### src/rtl/monitor_id_pkg.sv
// Shared constants for the monitor identity serial sender
package monitor_id_pkg;

  // ----------------------------------------------------------------
  // Identity record layout
  // ----------------------------------------------------------------
  localparam int unsigned RECORD_BYTES   = 128;
  localparam int unsigned RECORD_ADDR_W  = 7;
  localparam logic [6:0]  RECORD_LAST    = 7'h7F;
  localparam logic [63:0] RECORD_HEADER  = 64'h00FF_FFFF_FFFF_FF00;
  localparam logic [6:0]  HEADER_LAST    = 7'h07;
  localparam logic [7:0]  RECORD_FILL    = 8'h00;
  localparam logic [7:0]  RECORD_CHKSUM  = 8'h06;

  // ----------------------------------------------------------------
  // One-way stream framing: 8 data bits, MSB first, then a high bit
  // ----------------------------------------------------------------
  localparam logic [3:0]  SLOT_FIRST     = 4'h0;
  localparam logic [3:0]  SLOT_LAST      = 4'h8;
  localparam logic [2:0]  DATA_MSB       = 3'h7;

  // ----------------------------------------------------------------
  // Timing
  // ----------------------------------------------------------------
  localparam int unsigned SYS_CLK_PERIOD_PS = 4000;
  localparam int unsigned HSYNC_IDLE_US     = 1;
  localparam int unsigned VSYNC_IDLE_MS     = 100;
  localparam int unsigned HSYNC_IDLE_CYC    = (HSYNC_IDLE_US * 1000000) / SYS_CLK_PERIOD_PS;
  localparam int unsigned VSYNC_IDLE_CYC    = VSYNC_IDLE_MS * (1000000000 / SYS_CLK_PERIOD_PS);
  localparam int unsigned ACT_CNT_W         = 32;

  // ----------------------------------------------------------------
  // Enumerations
  // ----------------------------------------------------------------
  typedef enum logic [1:0] {
    PWR_ON,
    PWR_STANDBY,
    PWR_SUSPEND,
    PWR_OFF
  } power_state_t;

  typedef enum logic [1:0] {
    ST_WAIT_SYNC,
    ST_STREAM,
    ST_IDLE
  } link_state_t;

endpackage : monitor_id_pkg

### src/rtl/record_rom.sv
// Identity record store with registered read data
`timescale 1ns/1ps
`default_nettype none

module record_rom #(
  parameter int unsigned ADDR_W = monitor_id_pkg::RECORD_ADDR_W
) (
  input  wire logic              sys_clk,
  input  wire logic              rst,
  input  wire logic [ADDR_W-1:0] rd_addr,
  output logic      [7:0]        rd_data
);

  // ----------------------------------------------------------------
  // Record contents
  // ----------------------------------------------------------------
  function automatic logic [7:0] record_byte(input logic [ADDR_W-1:0] a);
    logic [5:0] sh;
    sh = 6'((7 - int'(a)) * 8);
    if (a <= ADDR_W'(monitor_id_pkg::HEADER_LAST)) begin
      record_byte = 8'(monitor_id_pkg::RECORD_HEADER >> sh);
    end else if (a == ADDR_W'(monitor_id_pkg::RECORD_LAST)) begin
      record_byte = monitor_id_pkg::RECORD_CHKSUM;
    end else begin
      record_byte = monitor_id_pkg::RECORD_FILL;
    end
  endfunction : record_byte

  always_ff @(posedge sys_clk) begin
    if (rst) begin
      rd_data <= 8'h00;
    end else begin
      rd_data <= record_byte(rd_addr);
    end
  end

endmodule : record_rom

`default_nettype wire

### src/rtl/monitor_id_serial_sender.sv
// Monitor-side identity record sender and power state detector
`timescale 1ns/1ps
`default_nettype none

module monitor_id_serial_sender #(
  parameter int unsigned HSYNC_IDLE_CYC = monitor_id_pkg::HSYNC_IDLE_CYC,
  parameter int unsigned VSYNC_IDLE_CYC = monitor_id_pkg::VSYNC_IDLE_CYC
) (
  input  wire logic        sys_clk,
  input  wire logic        rst,
  input  wire logic        frame_sync_clock,
  input  wire logic        line_sync,
  input  wire logic        serial_clk_in,
  input  wire logic        serial_data_in,
  output logic             serial_data_out,
  output logic             serial_data_oe,
  output logic             two_way_id_mode,
  output logic             one_way_id_mode,
  output logic [1:0]       display_power_signaling
);

  localparam int unsigned CW = monitor_id_pkg::ACT_CNT_W;

  typedef struct packed {
    logic [2:0]                  vs_sync;
    logic [2:0]                  hs_sync;
    logic [2:0]                  scl_sync;
    monitor_id_pkg::link_state_t st;
    logic [6:0]                  byte_idx;
    logic [3:0]                  bit_idx;
    logic                        data_oe;
    logic [CW-1:0]               hs_cnt;
    logic [CW-1:0]               vs_cnt;
    monitor_id_pkg::power_state_t pwr;
  } state_t;

  localparam state_t RESET_STATE = '{
    vs_sync:  3'h0,
    hs_sync:  3'h0,
    scl_sync: 3'h7,
    st:       monitor_id_pkg::ST_WAIT_SYNC,
    byte_idx: 7'h00,
    bit_idx:  monitor_id_pkg::SLOT_FIRST,
    data_oe:  1'b0,
    hs_cnt:   '0,
    vs_cnt:   '0,
    pwr:      monitor_id_pkg::PWR_ON
  };

  state_t     cur_ff;
  state_t     nxt_state;
  logic [7:0] rom_data;
  logic       vs_rise;
  logic       hs_rise;
  logic       scl_fall;
  logic       out_bit;
  logic       hs_active;
  logic       vs_active;

  // ----------------------------------------------------------------
  // Record store
  // ----------------------------------------------------------------
  record_rom #(
    .ADDR_W (monitor_id_pkg::RECORD_ADDR_W)
  ) u_rom (
    .sys_clk (sys_clk),
    .rst     (rst),
    .rd_addr (cur_ff.byte_idx),
    .rd_data (rom_data)
  );

  // ----------------------------------------------------------------
  // Edge detection on synchronised pins
  // ----------------------------------------------------------------
  assign vs_rise   = cur_ff.vs_sync[1] & ~cur_ff.vs_sync[2];
  assign hs_rise   = cur_ff.hs_sync[1] & ~cur_ff.hs_sync[2];
  assign scl_fall  = ~cur_ff.scl_sync[1] & cur_ff.scl_sync[2];
  assign hs_active = cur_ff.hs_cnt < CW'(HSYNC_IDLE_CYC);
  assign vs_active = cur_ff.vs_cnt < CW'(VSYNC_IDLE_CYC);

  // Current bit: data MSB first, then a high framing bit
  assign out_bit = (cur_ff.bit_idx == monitor_id_pkg::SLOT_LAST) ? 1'b1 :
                   rom_data[3'(monitor_id_pkg::DATA_MSB - cur_ff.bit_idx[2:0])];

  // ----------------------------------------------------------------
  // Next state
  // ----------------------------------------------------------------
  always_comb begin
    nxt_state          = cur_ff;
    nxt_state.vs_sync  = {cur_ff.vs_sync[1:0], frame_sync_clock};
    nxt_state.hs_sync  = {cur_ff.hs_sync[1:0], line_sync};
    nxt_state.scl_sync = {cur_ff.scl_sync[1:0], serial_clk_in};

    case (cur_ff.st)
      monitor_id_pkg::ST_WAIT_SYNC: begin
        if (scl_fall) begin
          nxt_state.st      = monitor_id_pkg::ST_IDLE;
          nxt_state.data_oe = 1'b0;
        end else if (vs_rise) begin
          nxt_state.st      = monitor_id_pkg::ST_STREAM;
          nxt_state.data_oe = ~out_bit;
          nxt_state.bit_idx = cur_ff.bit_idx + 4'h1;
        end
      end
      monitor_id_pkg::ST_STREAM: begin
        if (scl_fall) begin
          nxt_state.st      = monitor_id_pkg::ST_IDLE;
          nxt_state.data_oe = 1'b0;
        end else if (vs_rise) begin
          nxt_state.data_oe = ~out_bit;
          if (cur_ff.bit_idx == monitor_id_pkg::SLOT_LAST) begin
            nxt_state.bit_idx  = monitor_id_pkg::SLOT_FIRST;
            nxt_state.byte_idx = cur_ff.byte_idx + 7'h01;
          end else begin
            nxt_state.bit_idx  = cur_ff.bit_idx + 4'h1;
          end
        end
      end
      monitor_id_pkg::ST_IDLE: begin
        nxt_state.data_oe = 1'b0;
      end
      default: begin
        nxt_state.st      = monitor_id_pkg::ST_IDLE;
        nxt_state.data_oe = 1'b0;
      end
    endcase

    // Sync activity counters for power state decode
    if (hs_rise) begin
      nxt_state.hs_cnt = '0;
    end else if (hs_active) begin
      nxt_state.hs_cnt = cur_ff.hs_cnt + CW'(1);
    end
    if (vs_rise) begin
      nxt_state.vs_cnt = '0;
    end else if (vs_active) begin
      nxt_state.vs_cnt = cur_ff.vs_cnt + CW'(1);
    end

    if (hs_active && vs_active) begin
      nxt_state.pwr = monitor_id_pkg::PWR_ON;
    end else if (vs_active) begin
      nxt_state.pwr = monitor_id_pkg::PWR_STANDBY;
    end else if (hs_active) begin
      nxt_state.pwr = monitor_id_pkg::PWR_SUSPEND;
    end else begin
      nxt_state.pwr = monitor_id_pkg::PWR_OFF;
    end
  end

  always_ff @(posedge sys_clk) begin
    if (rst) begin
      cur_ff <= RESET_STATE;
    end else begin
      cur_ff <= nxt_state;
    end
  end

  // ----------------------------------------------------------------
  // Outputs
  // ----------------------------------------------------------------
  assign serial_data_out         = 1'b0;
  assign serial_data_oe          = cur_ff.data_oe;
  assign one_way_id_mode         = (cur_ff.st == monitor_id_pkg::ST_STREAM);
  assign two_way_id_mode         = (cur_ff.st == monitor_id_pkg::ST_IDLE);
  assign display_power_signaling = cur_ff.pwr;

  // ----------------------------------------------------------------
  // Assertions
  // ----------------------------------------------------------------
  a_start_on_sync: assert property (@(posedge sys_clk) disable iff (rst)
    (cur_ff.st == monitor_id_pkg::ST_WAIT_SYNC && vs_rise && !scl_fall) |=> one_way_id_mode)
    else $error("stream did not start on first frame sync");

  a_quiet_before_sync: assert property (@(posedge sys_clk) disable iff (rst)
    (cur_ff.st == monitor_id_pkg::ST_WAIT_SYNC) |-> !serial_data_oe)
    else $error("data driven before first frame sync");

  a_stream_holds: assert property (@(posedge sys_clk) disable iff (rst)
    (one_way_id_mode && !scl_fall) |=> one_way_id_mode)
    else $error("stream stopped without clock fall");

  a_idle_on_fall: assert property (@(posedge sys_clk) disable iff (rst)
    (one_way_id_mode && scl_fall) |=> (two_way_id_mode && !serial_data_oe) [*3])
    else $error("clock fall did not idle the sender");

  a_header_first: assert property (@(posedge sys_clk) disable iff (rst)
    (one_way_id_mode && vs_rise && !scl_fall && cur_ff.byte_idx == 7'h01 &&
     cur_ff.bit_idx == 4'h3) |=> !serial_data_oe)
    else $error("header byte bit not released high");

  a_bit_per_sync: assert property (@(posedge sys_clk) disable iff (rst)
    (one_way_id_mode && !vs_rise && !scl_fall) |=> $stable(cur_ff.bit_idx) && $stable(serial_data_oe))
    else $error("stream moved without frame sync");

  a_record_wrap: assert property (@(posedge sys_clk) disable iff (rst)
    (one_way_id_mode && vs_rise && !scl_fall && cur_ff.byte_idx == monitor_id_pkg::RECORD_LAST &&
     cur_ff.bit_idx == monitor_id_pkg::SLOT_LAST) |=> (cur_ff.byte_idx == 7'h00 && cur_ff.bit_idx == 4'h0))
    else $error("record did not wrap");

  a_power_off: assert property (@(posedge sys_clk) disable iff (rst)
    (!hs_active && !vs_active) [*2] |-> display_power_signaling == monitor_id_pkg::PWR_OFF)
    else $error("no sync activity but power not off");

  a_power_on: assert property (@(posedge sys_clk) disable iff (rst)
    (hs_active && vs_active) |=> display_power_signaling == monitor_id_pkg::PWR_ON)
    else $error("both syncs active but power not on");

endmodule : monitor_id_serial_sender

`default_nettype wire

### config.mk
export PLATFORM = sky130hd
export DESIGN_NAME = monitor_id_serial_sender
export DESIGN_NICKNAME = d
export VERILOG_FILES = /design/src/rtl/monitor_id_pkg.sv /design/src/rtl/record_rom.sv /design/src/rtl/monitor_id_serial_sender.sv
export SDC_FILE = /design/constraint.sdc
export NUM_CORES = 1
export LEC_CHECK = 0
export BUFFER_PORTS_ARGS = -buffer_cell sky130_fd_sc_hd__buf_2
export CORE_MARGIN = 3
export CORE_UTILIZATION = 40
export CTS_CLUSTER_SIZE = 24
export DETAILED_ROUTE_END_ITERATION = 6
export SYNTH_ARGS = -nofsm -noshare
export SYNTH_HDL_FRONTEND = slang
export SYNTH_SLANG_ARGS = --single-unit
### constraint.sdc
create_clock -name sys_clk -period 2.7 [get_ports sys_clk]
set_input_delay 0.54 -clock sys_clk [delete_from_list [all_inputs] [get_ports sys_clk]]
set_output_delay 0.54 -clock sys_clk [all_outputs]
set_load 0.005 [all_outputs]
==> impl_metrics.json <==
{
  "outcome": "complete, no violations",
  "final_antenna_net_count": 0,
  "cts_hold_buffers": 0,
  "required_ns": 2.98,
  "startpoint_type": "flip-flop",
  "irDropWorstVdd_mv": 0.312,
  "relSlewSlack_pct": 52.9,
  "power.internal_w": 0.00192,
  "synth_compound_area_share_pct": 3.88,
  "setup_ws_ns": 0.446,
  "setup_violations": 0,
  "place_ws_ns": 0.441,
  "synthTopCellsByArea": "dfxtp_1 51%, xor2_1 6.2%, and2_1 6.0%",
  "clock_path_buffers": 2,
  "path_max_fanout": 11,
  "synthMuxAreaShare_pct": 1.69,
  "ys_ff_latch": 91,
  "synth-xor-area-share_pct": 7.91,
  "yosys_warnings": 0,
  "synthSimpleGateAreaFrac_pct": 29.7,
  "final_nets": 395,
  "cp_slowest_stage_delay_ns": 0.54,
  "antennaDiodeCount": 0,
  "hold_viol_final": 0,
  "holdPathStages": 2,
  "worstHoldEndpoint": "cur_ff[80]$_SDFF_PP1_",
  "die_w_um": 100,
  "wire_per_inst_um": 11.7,
  "path_class": "reg -> reg",
  "dr_wl_met2_um": 2460,
  "place_congestion": 0.787,
  "syn_area_um2": 3540,
  "coreArea_um2": 8420,
  "crit_family": "simple AND/OR/NAND/NOR gates",
  "antenna_found_initial": 0,
  "syn_nets": 384,
  "cp.depth": 6,
  "drt-total-wl_um": 5750,
  "die-height_um": 100,
  "h-tree-depth": 3,
  "io_pins": 12,
  "wl_met1_um": 3020,
  "vias": 2387,
  "syn_inst": 371,
  "hold_class": "in -> reg",
  "grt_pass1_wl_um": 10100,
  "final_common_cell": "dfxtp_1",
  "fmax_ghz": 0.444,
  "crit_buf_inv": 0,
  "cap_violations": 0,
  "fin_skew_ns": 0.00694,
  "worstMarginPinSlew_ns": 0.707,
  "io_buffers": 9,
  "hpwl_um": 3920,
  "r2r-end": "cur_ff[23]$_SDFFE_PP0P_",
  "highest_layer": "met4",
  "hold_start": "serial_clk_in",
  "postCtsSetupRepairBufs": 0,
  "synth_cell_type_count": 39,
  "power_density_nw_per_um2": 629,
  "tns_ns": 0,
  "cts_made_buffers": 9,
  "switching_share_pct": 22.1,
  "period_share_pct": 83.5,
  "clk_latency_ns": 0.35,
  "tritoncts": "yes",
  "dieArea_um2": 10000,
  "rows": 33,
  "wl_met3_um": 204,
  "arrival_ns": 2.54,
  "cp_cell_sequence": "or4_1, nor3_2, or4_1, nand3_4, or4_1, a21oi_1",
  "synthAdderAreaFrac_pct": 2.47,
  "slew_violations": 0,
  "power_switching_w": 0.000544,
  "r2r_cells": 6,
  "drive_gt1_share_pct": 10.6,
  "grt_max_degree": 25,
  "path_common_cell": "or4_1",
  "yosysSeqAreaShare_pct": 51.4,
  "grtUsageTotal_pct": 12.4,
  "clkTransAtPathRegs_ns": 0.09,
  "syn_to_final_growth_pct": 10.4,
  "synth_top_family_by_area": "simple AND/OR/NAND/NOR gates",
  "period_needed_ns": 2.25,
  "pwr-share-clk_pct": 41.6,
  "p_leak_nw": 1.55,
  "drt_iter0_markers": 48,
  "p_seq_share_pct": 55.6,
  "drt-pass1-iter-count": 6,
  "layout_common_cells": "91 x dfxtp_1, 42 x nor2_1, 34 x and2_1",
  "r2r-start": "cur_ff[10]$_SDFFE_PP0P_",
  "ff2ff_setup_slack_ns": 0.45,
  "cts.sinks": 91,
  "first_global_vias": 2238,
  "yosysTopAreaCell": "dfxtp_1",
  "worstSetupEndpointType": "flip-flop",
  "pwr-share-comb_pct": 2.7,
  "cp_slowest_cell": "or4_1",
  "avgSynthCellArea_um2": 9.55,
  "vias_per_cell": 4.85,
  "post_cts_resized": 0,
  "yosysTopAreaCellShare_pct": 51.4,
  "rsz0062_at_grt": "no",
  "root_buffer": "clkbuf_8",
  "drc_errors": 0,
  "start_util_pct": 42.1,
  "grt.overflow.total": 0
}
==> metrics by stage <==
| step | cells | instance area [um^2] | utilization [%] | hold WS, ns | power, W |
|---|---|---|---|---|---|
| 2_1_floorplan | 371 | 3540 | - | 0.389 | 0.00145 |
| 3_5_place_dp | 476 | 3690 | 43.8 | 0.394 | 0.00147 |
| 6_report | 492 | 3920 | 46.5 | 0.366 | 0.00246 |
| 4_1_cts | 492 | 3910 | 46.4 | 0.341 | 0.00250 |
| 5_1_grt | 492 | 3920 | 46.5 | 0.343 | 0.00256 |
| 3_3_place_gp | 476 | 3690 | 43.8 | 0.401 | 0.00147 |
==> worst reg2reg max path, stage by stage, from the launching register on <==
cell	delay, ns
dfxtp_1	0.35
or4_1	0.54
nor3_2	0.13
or4_1	0.40
nand3_4	0.19
or4_1	0.43
a21oi_1	0.14
==> area by class of cell <==
cell class / instances / area, um^2
clock buffers: 10 / 128
clock inverters: 6 / 95.1
fillers: 830 / 4510
inverters: 6 / 22.5
multi-input cells: 259 / 1630
flip-flops and latches: 91 / 1820
well taps: 105 / 131
repair buffers: 15 / 90.1
==> state kept, by name (all words and copies together), names as in the netlist <==
name and count:
display_power_signaling 2, serial_data_oe 1, u_rom.rd_data 2, cur_ff 86
==> Yosys cell counts <==
cell       n
nand3_1   14
nor3b_1    1
nor4_1     9
o21ai_0    4
o211ai_1   2
inv_1      6
nor2b_1   11
a21oi_1    7
a31o_2     1
and4_1     4
nor3_2     2
clkbuf_1   8
nand4_1   16
or2_2      5
xor2_1    25
nand3b_1   1
buf_6      1
nand2b_1   3
nor2_1    42
mux2i_1    6
conb_1     1
buf_2      2
a21oi_4    1
nand2_1   21
ha_1       7
o31ai_1    2
or3_1      4
a21o_1     1
buf_4      3
or4_1      5
and2_1    34
nand3_4    1
a31oi_1    2
xnor2_1    7
nor3_1     8
dfxtp_1   91
buf_1      1
a211oi_1   1
and3_1    11
==> power by group through the flow <==
stage          clock, W  sequential, W  combinational [W]
6_report        0.00102        0.00137          0.0000674
5_1_grt         0.00111        0.00137          0.0000779
4_1_cts         0.00106        0.00137          0.0000688
3_5_place_dp          0        0.00140          0.0000686
3_3_place_gp          0        0.00140          0.0000670
2_1_floorplan         0        0.00140          0.0000519
==> cell families after synthesis <==
kind of cell | Yosys count
flip-flops | 91
adder cells (fa/ha/maj) | 7
multiplexers | 6
XOR/XNOR | 32
buffers and inverters | 21
AND/OR/NAND/NOR | 192
AO/OA/AOI/OAI | 21
other | 1
==> worst max-delay path by stage <==
stage | end | from | slack, ns
2_1_floorplan | cur_ff[12]$_SDFFE_PP0P_ | cur_ff[20]$_SDFFE_PP0P_ | 0.79
3_3_place_gp | cur_ff[23]$_SDFFE_PP0P_ | cur_ff[10]$_SDFFE_PP0P_ | 0.47
3_5_place_dp | cur_ff[23]$_SDFFE_PP0P_ | cur_ff[10]$_SDFFE_PP0P_ | 0.44
4_1_cts | cur_ff[23]$_SDFFE_PP0P_ | cur_ff[10]$_SDFFE_PP0P_ | 0.43
5_1_grt | cur_ff[23]$_SDFFE_PP0P_ | cur_ff[10]$_SDFFE_PP0P_ | 0.25
6_report | cur_ff[23]$_SDFFE_PP0P_ | cur_ff[10]$_SDFFE_PP0P_ | 0.45
==> routing by layer <==
metal	vias up	track usage, %
met4	0	4.04
met5	-	0
li1	1283	-
met1	1079	16.8
met2	19	18.2
met3	6	4.86
Note: power is estimated with default switching activity, not from simulation.
